**src/hdl/scr_pkg.sv**
```systemverilog
// shared constants and types of the system control register block
package scr_pkg;

    // register indices; the apb byte address is four times the index
    localparam int unsigned ADDR_W          = 14;
    localparam logic [11:0] IDX_UNLOCK_KEY  = 12'h040;
    localparam logic [11:0] IDX_CHIP_ID     = 12'h041;
    localparam logic [11:0] IDX_UNLOCK_ID   = 12'h042;
    localparam logic [11:0] IDX_WDOG_COUNT  = 12'h043;
    localparam logic [11:0] IDX_RESET_CAUSE = 12'h044;
    localparam logic [11:0] IDX_BOOT_CFG    = 12'h045;
    localparam logic [11:0] IDX_RESET_CTRL  = 12'h048;

    // unlock key values
    localparam logic [7:0] KEY_FIRST  = 8'h57;
    localparam logic [7:0] KEY_SECOND = 8'ha8;

    // timing: one system clock is one tsys
    localparam int unsigned UNLOCK_TIME_TSYS = 16;
    localparam int unsigned TSYS_PER_CYCLE   = 1;
    localparam int unsigned UNLOCK_CYCLES    = UNLOCK_TIME_TSYS / TSYS_PER_CYCLE;
    localparam int unsigned WDOG_TICK_TSYS   = 131072;
    localparam int unsigned WDOG_TICK_CYCLES = WDOG_TICK_TSYS / TSYS_PER_CYCLE;
    localparam int unsigned WDOG_PRE_W       = 17;

    // field positions
    localparam int unsigned KEY_TIMER_LSB     = 4;
    localparam int unsigned KEY_ACT_BIT       = 3;
    localparam int unsigned CAUSE_CODE_OFS    = 4;
    localparam int unsigned CFG_BOOT_BIT      = 5;
    localparam int unsigned CFG_DEBUG_BIT     = 4;
    localparam int unsigned CFG_BOOT_EN_BIT   = 3;
    localparam int unsigned CFG_MRST_EN_BIT   = 2;
    localparam int unsigned CFG_ROM_READ_BIT  = 0;
    localparam int unsigned CTRL_WDOG_RST_BIT = 1;
    localparam int unsigned CTRL_SW_RST_BIT   = 0;

    // reset values and codes
    localparam logic [1:0] CFG_RSVD_HI = 2'b11;
    localparam logic [2:0] CAUSE_SR    = 3'b000;
    localparam logic [2:0] CAUSE_POR   = 3'b001;
    localparam logic [2:0] CAUSE_WTR   = 3'b010;
    localparam logic [2:0] CAUSE_MR    = 3'b011;
    localparam logic [2:0] CAUSE_SHUTDOWN_WAKE_GLOBAL_RESET = 3'b101;
    localparam logic [2:0] CAUSE_LRW   = 3'b100;

    typedef enum logic [1:0] {
        UNL_LOCKED = 2'b00,
        UNL_KEY1   = 2'b01,
        UNL_OPEN   = 2'b11
    } scr_unlock_t;

    typedef struct packed {
        logic [ADDR_W-1:0] paddr;
        logic              psel;
        logic              penable;
        logic              pwrite;
        logic [31:0]       pwdata;
    } scr_apb_req_t;

    typedef struct packed {
        logic [31:0] prdata;
        logic        pready;
        logic        pslverr;
    } scr_apb_rsp_t;

    typedef struct packed {
        logic in_boot_program;
        logic debug_port_enabled;
        logic boot_program_enabled;
        logic manual_reset_pin_enabled;
        logic flash_readout_allowed;
    } scr_straps_t;

    typedef struct packed {
        logic manual_pin_reset;
        logic shutdown_wake_global_reset;
        logic sleep_wake_local_reset;
    } scr_reset_evt_t;

    typedef struct packed {
        scr_unlock_t           unlock;
        logic [3:0]            win_cnt;
        logic [7:0]            wdog_cnt;
        logic [WDOG_PRE_W-1:0] wdog_pre;
        logic                  wdog_rst_en;
        logic                  code_base;
        logic [2:0]            cause;
        scr_straps_t           strap_m;
        scr_straps_t           strap_s;
        logic [31:0]           rdata;
        logic                  slverr;
        logic                  sys_rst_req;
    } scr_state_t;

    localparam scr_state_t STATE_RST = '{
        unlock: UNL_LOCKED, win_cnt: 4'h0, wdog_cnt: 8'h00, wdog_pre: '0,
        wdog_rst_en: 1'b0, code_base: 1'b0, cause: CAUSE_POR,
        strap_m: '0, strap_s: '0, rdata: 32'h0000_0000, slverr: 1'b0,
        sys_rst_req: 1'b0};

endpackage

```
**src/hdl/scr_system_control_regs.sv**
```systemverilog
// system control registers: unlock window, watchdog counter, reset cause, boot status
`timescale 1ns/10ps
module scr_system_control_regs #(
    parameter logic [7:0]  CHIP_ID_CODE     = 8'h5a,                    // arbitrary value
    parameter logic [7:0]  UNLOCK_ID_CODE   = 8'h3c,                    // arbitrary value
    parameter int unsigned WDOG_TICK_CYCLES = scr_pkg::WDOG_TICK_CYCLES // shorten for simulation
) (
    input  wire logic                   sys_clk_in,            // system clock, 125 mhz
    input  wire logic                   rst_n_in,              // power-on reset, active low
    input  wire scr_pkg::scr_apb_req_t  apb_req_in,            // apb request
    output scr_pkg::scr_apb_rsp_t       apb_rsp_out,           // apb response
    input  wire scr_pkg::scr_reset_evt_t reset_evt_in,         // reset event pulses
    input  wire scr_pkg::scr_straps_t   straps_in,             // configuration straps, async
    output logic                        unlocked_out,          // guarded writes allowed
    output logic                        code_base_select_out,  // 1: code starts at 0x008000
    output logic [2:0]                  last_reset_cause_out,  // recorded reset cause
    output logic                        sys_reset_req_out      // pulse: request system reset
);

    logic [1:0]          rst_sync_r;
    logic                rst_n;
    scr_pkg::scr_state_t state_r;
    scr_pkg::scr_state_t state_nxt;
    logic                wr_acc;
    logic                rd_setup;
    logic [11:0]         idx;
    logic                aligned;
    logic                guard_ok;
    logic                key_wr;
    logic                wdog_tick;
    logic                wdog_ovf;
    logic                sw_req;

    // decode a register hit from the word index, rejecting unaligned bytes
    function automatic logic hit(input logic [11:0] i, input logic [11:0] target, input logic al);
        hit = al && (i == target);
    endfunction

    // volatile state returns to its reset value; the watchdog reset enable stays when keep is set
    function automatic scr_pkg::scr_state_t warm(input scr_pkg::scr_state_t s, input logic keep);
        scr_pkg::scr_state_t w;
        w          = s;
        w.unlock   = scr_pkg::UNL_LOCKED;
        w.win_cnt  = 4'h0;
        w.wdog_cnt = 8'h00;
        w.wdog_pre = '0;
        if (!keep) begin
            w.wdog_rst_en = 1'b0;
        end
        warm = w;
    endfunction

    always_ff @(posedge sys_clk_in or negedge rst_n_in) begin
        if (!rst_n_in) begin
            rst_sync_r <= 2'b00;
        end else begin
            rst_sync_r <= {rst_sync_r[0], 1'b1};
        end
    end
    assign rst_n = rst_sync_r[1];

    assign idx      = apb_req_in.paddr[scr_pkg::ADDR_W-1:2];
    assign aligned  = (apb_req_in.paddr[1:0] == 2'b00);
    // writes land on the access edge; pready is always high so every access lasts one cycle
    assign wr_acc   = apb_req_in.psel && apb_req_in.penable && apb_req_in.pwrite;
    assign rd_setup = apb_req_in.psel && !apb_req_in.penable;
    assign guard_ok = (state_r.unlock == scr_pkg::UNL_OPEN);
    assign key_wr   = wr_acc && hit(idx, scr_pkg::IDX_UNLOCK_KEY, aligned);
    assign wdog_tick = (state_r.wdog_pre == scr_pkg::WDOG_PRE_W'(WDOG_TICK_CYCLES - 1));
    assign wdog_ovf  = wdog_tick && (state_r.wdog_cnt == 8'hff)
                       && !(wr_acc && hit(idx, scr_pkg::IDX_WDOG_COUNT, aligned));
    assign sw_req    = wr_acc && guard_ok && hit(idx, scr_pkg::IDX_RESET_CTRL, aligned)
                       && apb_req_in.pwdata[scr_pkg::CTRL_SW_RST_BIT];

    always_comb begin
        state_nxt             = state_r;
        state_nxt.sys_rst_req = 1'b0;
        state_nxt.strap_m     = straps_in;
        state_nxt.strap_s     = state_r.strap_m;

        // unlock window timer; reaching the limit locks again with no software help
        if (state_r.unlock == scr_pkg::UNL_OPEN) begin
            if (state_r.win_cnt == 4'(scr_pkg::UNLOCK_CYCLES - 1)) begin
                state_nxt.unlock  = scr_pkg::UNL_LOCKED;
                state_nxt.win_cnt = 4'h0;
            end else begin
                state_nxt.win_cnt = state_r.win_cnt + 4'h1;
            end
        end

        // key sequence; a 0x57 always arms the first step again
        if (key_wr) begin
            state_nxt.win_cnt = 4'h0;
            unique case (state_r.unlock)
                scr_pkg::UNL_LOCKED: begin
                    state_nxt.unlock = (apb_req_in.pwdata[7:0] == scr_pkg::KEY_FIRST) ?
                                       scr_pkg::UNL_KEY1 : scr_pkg::UNL_LOCKED;
                end
                scr_pkg::UNL_KEY1: begin
                    if (apb_req_in.pwdata[7:0] == scr_pkg::KEY_SECOND) begin
                        state_nxt.unlock = scr_pkg::UNL_OPEN;
                    end else if (apb_req_in.pwdata[7:0] == scr_pkg::KEY_FIRST) begin
                        state_nxt.unlock = scr_pkg::UNL_KEY1;
                    end else begin
                        state_nxt.unlock = scr_pkg::UNL_LOCKED;
                    end
                end
                scr_pkg::UNL_OPEN: begin
                    state_nxt.unlock = (apb_req_in.pwdata[7:0] == scr_pkg::KEY_FIRST) ?
                                       scr_pkg::UNL_KEY1 : scr_pkg::UNL_LOCKED;
                end
                default: begin
                    state_nxt.unlock = scr_pkg::UNL_LOCKED;
                end
            endcase
        end

        // watchdog prescaler and counter; a preset beats a tick in the same cycle
        state_nxt.wdog_pre = wdog_tick ? '0 : state_r.wdog_pre + 1'b1;
        if (wr_acc && hit(idx, scr_pkg::IDX_WDOG_COUNT, aligned)) begin
            state_nxt.wdog_cnt = apb_req_in.pwdata[7:0];
        end else if (wdog_tick) begin
            state_nxt.wdog_cnt = state_r.wdog_cnt + 8'h01;
        end

        // guarded writes; a locked write is dropped silently and still completes on the bus
        if (wr_acc && guard_ok && hit(idx, scr_pkg::IDX_RESET_CAUSE, aligned)) begin
            state_nxt.code_base = apb_req_in.pwdata[scr_pkg::CAUSE_CODE_OFS];
        end
        if (wr_acc && guard_ok && hit(idx, scr_pkg::IDX_RESET_CTRL, aligned)) begin
            state_nxt.wdog_rst_en = apb_req_in.pwdata[scr_pkg::CTRL_WDOG_RST_BIT];
        end

        // reset events, strongest first; the code base bit is cleared only by a global reset
        if (reset_evt_in.shutdown_wake_global_reset) begin
            state_nxt           = warm(state_nxt, 1'b0);
            state_nxt.code_base = 1'b0;
            state_nxt.cause     = scr_pkg::CAUSE_SHUTDOWN_WAKE_GLOBAL_RESET;
        end else if (reset_evt_in.manual_pin_reset) begin
            state_nxt       = warm(state_nxt, 1'b0);
            state_nxt.cause = scr_pkg::CAUSE_MR;
        end else if (wdog_ovf && state_r.wdog_rst_en) begin
            state_nxt             = warm(state_nxt, 1'b0);
            state_nxt.cause       = scr_pkg::CAUSE_WTR;
            state_nxt.sys_rst_req = 1'b1;
        end else if (sw_req) begin
            state_nxt             = warm(state_nxt, 1'b0);
            state_nxt.sys_rst_req = 1'b1;
            if (!state_r.wdog_rst_en) begin
                state_nxt.cause = scr_pkg::CAUSE_SR;
            end
        end else if (reset_evt_in.sleep_wake_local_reset) begin
            state_nxt = warm(state_nxt, 1'b1);
            if (state_r.cause == scr_pkg::CAUSE_SR || state_r.cause == scr_pkg::CAUSE_WTR
                || state_r.cause == scr_pkg::CAUSE_MR) begin
                state_nxt.cause = state_r.cause | scr_pkg::CAUSE_LRW;
            end
        end

        // read data is captured in the setup cycle so prdata leaves a flip-flop
        if (rd_setup) begin
            state_nxt.rdata  = 32'h0000_0000;
            state_nxt.slverr = 1'b0;
            if (hit(idx, scr_pkg::IDX_UNLOCK_KEY, aligned)) begin
                state_nxt.rdata[scr_pkg::KEY_TIMER_LSB +: 3] = state_r.win_cnt[3:1];
                state_nxt.rdata[scr_pkg::KEY_ACT_BIT]        = guard_ok;
                state_nxt.rdata[1:0]                         = state_r.unlock;
            end else if (hit(idx, scr_pkg::IDX_CHIP_ID, aligned)) begin
                state_nxt.rdata[7:0] = CHIP_ID_CODE;
            end else if (hit(idx, scr_pkg::IDX_UNLOCK_ID, aligned)) begin
                state_nxt.rdata[7:0] = UNLOCK_ID_CODE;
            end else if (hit(idx, scr_pkg::IDX_WDOG_COUNT, aligned)) begin
                state_nxt.rdata[7:0] = state_r.wdog_cnt;
            end else if (hit(idx, scr_pkg::IDX_RESET_CAUSE, aligned)) begin
                state_nxt.rdata[scr_pkg::CAUSE_CODE_OFS] = state_r.code_base;
                state_nxt.rdata[2:0]                     = state_r.cause;
            end else if (hit(idx, scr_pkg::IDX_BOOT_CFG, aligned)) begin
                state_nxt.rdata[7:6]                        = scr_pkg::CFG_RSVD_HI;
                state_nxt.rdata[scr_pkg::CFG_BOOT_BIT]      = state_r.strap_s.in_boot_program;
                state_nxt.rdata[scr_pkg::CFG_DEBUG_BIT]     = state_r.strap_s.debug_port_enabled;
                state_nxt.rdata[scr_pkg::CFG_BOOT_EN_BIT]   = state_r.strap_s.boot_program_enabled;
                state_nxt.rdata[scr_pkg::CFG_MRST_EN_BIT]   =
                    state_r.strap_s.manual_reset_pin_enabled;
                state_nxt.rdata[scr_pkg::CFG_ROM_READ_BIT]  = state_r.strap_s.flash_readout_allowed;
            end else if (hit(idx, scr_pkg::IDX_RESET_CTRL, aligned)) begin
                state_nxt.rdata[scr_pkg::CTRL_WDOG_RST_BIT] = state_r.wdog_rst_en;
            end else begin
                state_nxt.slverr = 1'b1;
            end
        end
    end

    always_ff @(posedge sys_clk_in or negedge rst_n) begin
        if (!rst_n) begin
            state_r <= scr_pkg::STATE_RST;
        end else begin
            state_r <= state_nxt;
        end
    end

    assign apb_rsp_out.prdata   = state_r.rdata;
    assign apb_rsp_out.pready   = 1'b1;
    assign apb_rsp_out.pslverr  = state_r.slverr && apb_req_in.psel && apb_req_in.penable;
    assign unlocked_out         = guard_ok;
    assign code_base_select_out = state_r.code_base;
    assign last_reset_cause_out = state_r.cause;
    assign sys_reset_req_out    = state_r.sys_rst_req;

    logic any_evt;
    assign any_evt = reset_evt_in.manual_pin_reset || reset_evt_in.shutdown_wake_global_reset
                     || reset_evt_in.sleep_wake_local_reset || (wdog_ovf && state_r.wdog_rst_en) || sw_req;
endmodule

```
**config.mk**
```make
export PLATFORM = sky130hd
export DESIGN_NAME = scr_system_control_regs
export DESIGN_NICKNAME = d
export VERILOG_FILES = /design/src/hdl/scr_pkg.sv /design/src/hdl/scr_system_control_regs.sv
export SDC_FILE = /design/constraint.sdc
export NUM_CORES = 1
export LEC_CHECK = 0
export BUFFER_PORTS_ARGS = -buffer_cell sky130_fd_sc_hd__buf_2
export CAP_MARGIN = 5
export CORE_MARGIN = 4
export CORE_UTILIZATION = 52
export DETAILED_ROUTE_END_ITERATION = 7
export PLACE_DENSITY = 0.8
export SLEW_MARGIN = 40
export SYNTH_ARGS = -nofsm -noshare
export SYNTH_HDL_FRONTEND = slang
export SYNTH_SLANG_ARGS = --single-unit
export TNS_END_PERCENT = 50
```
**constraint.sdc**
```tcl
create_clock -name sys_clk_in -period 2.2 [get_ports sys_clk_in]
set_input_delay 0.22 -clock sys_clk_in [delete_from_list [all_inputs] [get_ports sys_clk_in]]
set_output_delay 0.22 -clock sys_clk_in [all_outputs]
set_load 0.05 [all_outputs]
```
# After elaboration in Yosys (flattened, before gate mapping)
# Cells that the tools add are included.
# Widths: inputs -> output; s select.
[word_totals]
ff_bits = 82
inputBits = 59
out_inout_bits = 40
[op_classes]
n_addsub = 3
n_eq_ne = 18
n_mux = 42
reduce_logical = 38
[ops]
columns = ["cell", "count"]
rows = [
  ["$mux 80", 5],
  ["$eq 12x7->1 const B", 7],
  ["$mux 8", 5],
  ["$mux 33", 1],
  ["$logic_and 1x1->1", 21],
  ["$reduce_bool 7->1", 3],
  ["$mux 6", 3],
  ["$add 17x1->17 const B", 1],
  ["$eq 17x17->1 const B", 1],
  ["$mux 1", 17],
  ["$mux 17", 1],
  ["$eq 8x8->1 const B", 2],
  ["$mux 3", 4],
  ["$reduce_bool 5->1", 2],
  ["$add 8x1->8 const B", 1],
  ["$eq 8x7->1 const B", 1],
  ["$mux 4", 2],
  ["$eq 3x2->1 const B", 2],
  ["$mux 2", 3],
  ["$ne 5x4->1 const B", 1],
  ["$add 4x1->4 const B", 1],
  ["$eq 4x4->1 const B", 1],
  ["$logic_not 2->1", 2],
  ["$ne 4x3->1 const B", 1],
  ["10 further kinds", 13],
]

# Logic depth before layout (Yosys ltp)
[depth]
depth_word = 11
mapped_depth = 12
depth_no_buf = 10

# Least setup slack after synthesis
# OpenSTA, ideal clock, no wires.
[synth_path]
path_kind = "register to register"
start = "register state_r[49] (netlist name)"
end = "register state_r, in the netlist last_reset_cause_out[2]"
setup_ns = 0.127
t_arrival_ns = 2.662
slack_ns = -0.590
path_stages_with_launch = 12
path_buffers = 1
period_less_slack_ns = 2.790
cell_sequence = "dfrtp_1 -> ha_1 -> nand2_1 -> nor4_1 -> and3_1 -> ha_1 -> clkbuf_1 -> and3_1 -> nand3_1 -> a211o_4 -> a41o_1 -> mux2_1"
[synth_between]
elab_chain_len = 7
elab_cells_between_ends = 11
cone_classes = "2 x eq/ne; 3 x mux; 6 x reduce/logical"
[synth_lines]
columns = ["element", "line", "source"]
rows = [
  ["from (decl)", "scr_system_control_regs.sv:22", "scr_pkg::scr_state_t state_r;"],
  ["from (signal assigned)", "scr_system_control_regs.sv:195", "state_r <= scr_pkg::STATE_RST;"],
  ["from (signal assigned)", "scr_system_control_regs.sv:197", "state_r <= state_nxt;"],
  ["$eq 17x17->1 (*)", "scr_system_control_regs.sv:69", "assign wdog_tick = (state_r.wdog_pre == scr_pkg::WDOG_PRE_W'(WDOG_TICK_CYCLES - 1));"],
  ["$logic_and 1x1->1 (*)", "scr_system_control_regs.sv:70", "assign wdog_ovf = wdog_tick && (state_r.wdog_cnt == 8'hff)"],
  ["$logic_and 1x1->1 (*)", "scr_system_control_regs.sv:71", "&& !(wr_acc && hit(idx, scr_pkg::IDX_WDOG_COUNT, aligned));"],
  ["$logic_and 1x1->1 (*)", "-", ""],
  ["$mux 80", "scr_system_control_regs.sv:142", "end else if (wdog_ovf && state_r.wdog_rst_en) begin"],
  ["$mux 80", "scr_system_control_regs.sv:139", "end else if (reset_evt_in.manual_pin_reset) begin"],
  ["$mux 80", "scr_system_control_regs.sv:135", "if (reset_evt_in.shutdown_wake_global_reset) begin"],
]
# Every way passes the cells marked *; elsewhere a longest branch is shown, timed or not. The select of a mux whose other input is x is not followed.
# A chain may end at the register's enable or synchronous reset.

# Worst setup path in the final report
[layout_path]
start = "register state_r[56] (netlist name)"
end = "register state_r, in the netlist last_reset_cause_out[2]"
# The elaborated chain is that of the path after synthesis.

==> flow_summary.yaml <==
cts:
  clk_latency_ps: 350
  cts_root_buf: "clkbuf_8"
  htreeDepth: 3
  cts_buffer_depth: 2
  path_clk_slew_ps: 70
  numCtsBuffers: 9
  cts_sinks: 58
  cts_tree: "built"
setup_path:
  critPathMaxStageDelay_ps: 350
  cp.required_ps: 2440
  path_class: "register to register"
  path_cells: "nand4_1 > nor4_4 > and3_1 > ha_2 > and3_4 > nand3_2 > a211o_4 > a41o_1 > mux2_4"
  worstPathArrival_ps: 2600
  slowest_stage: "dfrtp_1"
  cp-start-kind: "register"
  end_kind: "register"
  crit_fanout: 6
final_layout:
  finalNonFillerCells: 514
  nets: 499
  area_growth_pct: 21.3
  fillers: 529
  fin_util: 0.653
  drive_gt1_frac: 0.304
  n_antenna_cell: 0
synth:
  synth_area_leaders: "dfrtp_1 (42%), buf_4 (8.1%), nor2_1 (5.4%), nand2_1 (3.0%), a211oi_2 (2.9%)"
  synth_top_area_cell: "dfrtp_1"
  synth_cell_types: 56
  yosys_most_used_dff: "dfrtp_1"
  ys_warn_count: 0
  synth-seq-cells: 58
  synthArstFlopShare: 1.00
  yosysMostFrequentCell: "dfrtp_1"
  yosysSeqAreaShare: 0.425
  synth_top_area_share: 0.417
  netlist_area_sq_um: 3420
  synthCells: 351
  synth_edf_count: 0
  synthTopCellsByCount: "dfrtp_1 (57), nor2_1 (49), buf_4 (37)"
  avgSynthCellArea_sq_um: 9.74
power_and_ir_drop:
  leakagePower_uw: 0.00185
  power_density_nw_per_um2: 590
  p_total_uw: 2450
  ir_drop_v: 0.000510
grt:
  grt-ovfl-total: 0
  grt_max_degree: 36
  grt_pass1_wl_mm: 12.9
  first_global_vias: 2781
  grt_use_total: 0.214
  antenna_found_initial: 0
detailed_routing:
  via_per_inst: 5.55
  wirelength_mm: 7.85
  drc: 0
  via_count: 2851
  dr.first_iter.drc_count: 246
  first_pass_iters: 5
  antenna_left: 0
  post_drt_wl_per_cell_um: 15.3
floorplan:
  io_pins: 99
  rows: 29
  dieArea_sq_um: 7940
  core-area_sq_um: 6350
  die_h_um: 89.1
  fp.dieW_um: 89.1
  start_util: 0.539
run_status:
  violations: "setup timing"
  outcome: "finished with violations"
sta:
  fmax_ghz: 0.422
  final-setup-viol-count: 30
  skew_ps: 7.51
  holdWs_ps: 89.5
  relSlewSlack: 0.564
  tightest_slew_ps: 652
  slew_viol_final: 0
  post-route-period-util: 1.08
  setup_slack_ps: -169
  rsz0062_at_grt: "true"
  final.min_clock_period_ps: 2370
  hold_viol: 0
worst_hold_path:
  holdCritPathClass: "input port to register"
placed_design:
  dp_hpwl_mm: 5.91
  post-place-cells: 483
  place_congestion: 0.898
  port-buffer-count: 49
run:
  drv_cap: 0
[cell usage in the layout (no fill, tap or decap), types with 3 or more instances in the layout]
master,netlist,layout
dfrtp_1,57,56
buf_2,3,49
nor2_1,49,48
buf_4,37,34
nand2_1,27,26
conb_1,2,26
xor2_1,11,11
xnor2_1,11,11
a21oi_1,12,11
inv_1,9,9
nand3_1,11,9
nand4_1,9,9
o21ai_0,9,9
a211oi_2,8,9
clkbuf_8,0,9
nor3_1,8,8
dlygate4sd3_1,0,6
and4_1,5,5
mux2i_1,5,5
o31ai_1,5,5
ha_1,7,5
nand4b_1,4,4
and3_1,4,3
nand2b_1,3,3
nor4_1,4,3
nor2b_1,3,3
and2_1,3,3
[path summary, 6_finish.rpt]
kind                                      start  slack [ps]  cells past startpoint                 endpoint
worst min-delay path            reset_evt_in[1]          90                      2  last_reset_cause_out[1]
min in group asynchronous              rst_n_in         200                      2            rst_sync_r[1]
max in group asynchronous         rst_sync_r[1]        1400                      1              state_r[52]
worst max-delay path                state_r[56]        -170                      9  last_reset_cause_out[2]
worst max register to register      state_r[56]        -170                      9  last_reset_cause_out[2]
worst min register to register    rst_sync_r[1]         280                      0              state_r[41]
[what timing repair did]
item,CTS,global route
endpoints found under the setup margin,35,36
hold buffers,6,0
endpoints found under the hold margin,7,0
resized for setup,5,2
pin swaps,12,2
buffers inserted,8,2
[layer usage]
layer / GRT usage / wire length, um / share of wire / vias to the layer above
met5: 0 / 0 / 0 / -
met3: 0.0608 / 580 / 0.074 / 16
li1: - / - / - / 1353
met4: 0.103 / 194 / 0.025 / 0
met1: 0.256 / 3150 / 0.40 / 1379
met2: 0.354 / 3920 / 0.50 / 103
[cell families after synthesis]
family / Yosys count / synth area share
DFF: 58 / 0.425
buffers and inverters: 54 / 0.105
and+or+nand+nor: 149 / 0.250
other: 2 / 0.00220
xor gates and xnor gates: 22 / 0.0563
AOI/OAI and AO/OA: 53 / 0.118
adders and majority gates: 7 / 0.0256
muxes: 6 / 0.0179
[cell type report]
| class | instances | area [sq um] | area share |
|---|---|---|---|
| clock buffer | 10 | 128 | 0.0308 |
| clock inverter | 5 | 80.1 | 0.0193 |
| inverter | 9 | 33.8 | 0.00815 |
| multi-input combinational | 263 | 1750 | 0.422 |
| sequential | 58 | 1460 | 0.351 |
| tap | 77 | 96.3 | 0.0232 |
| timing repair buffer | 92 | 603 | 0.145 |
[stage by stage]
stage / setup slack, ps / area (sq um) / setup TNS, ps
global route: -309 / 4150 / -7240
finish: -169 / 4150 / -1750
detailed placement: -208 / 3760 / -2890
floorplan: -387 / 3560 / -7430
global placement: -180 / 3760 / -1820
CTS: -171 / 4120 / -1470
[power breakdown]
group,total [uW],leakage [uW],internal [uW],switching [uW]
registers,1110,0.000767,1090,23.4
clock network,1050,0.0000984,629,423
logic,284,0.000986,70.7,213
total,2450,0.00185,1790,659
[sequential cells by signal, summed over array words and instances (netlist names)]
| name | flops |
|---|---|
| sys_reset_req_out | 1 |
| last_reset_cause_out | 3 |
| code_base_select_out | 1 |
| state_r | 43 |
| apb_rsp_out | 8 |
| rst_sync_r | 2 |
[critical path, delay by kind of cell (launching register included)]
kind / cells / cell delay, ps
AND/OR/NAND/NOR: 5 / 990
AO/OA/AOI/OAI: 2 / 510
flip-flops: 1 / 350
multiplexers: 1 / 250
adder cells (fa/ha/maj): 1 / 170
Note: power is estimated with default switching activity, not from simulation.
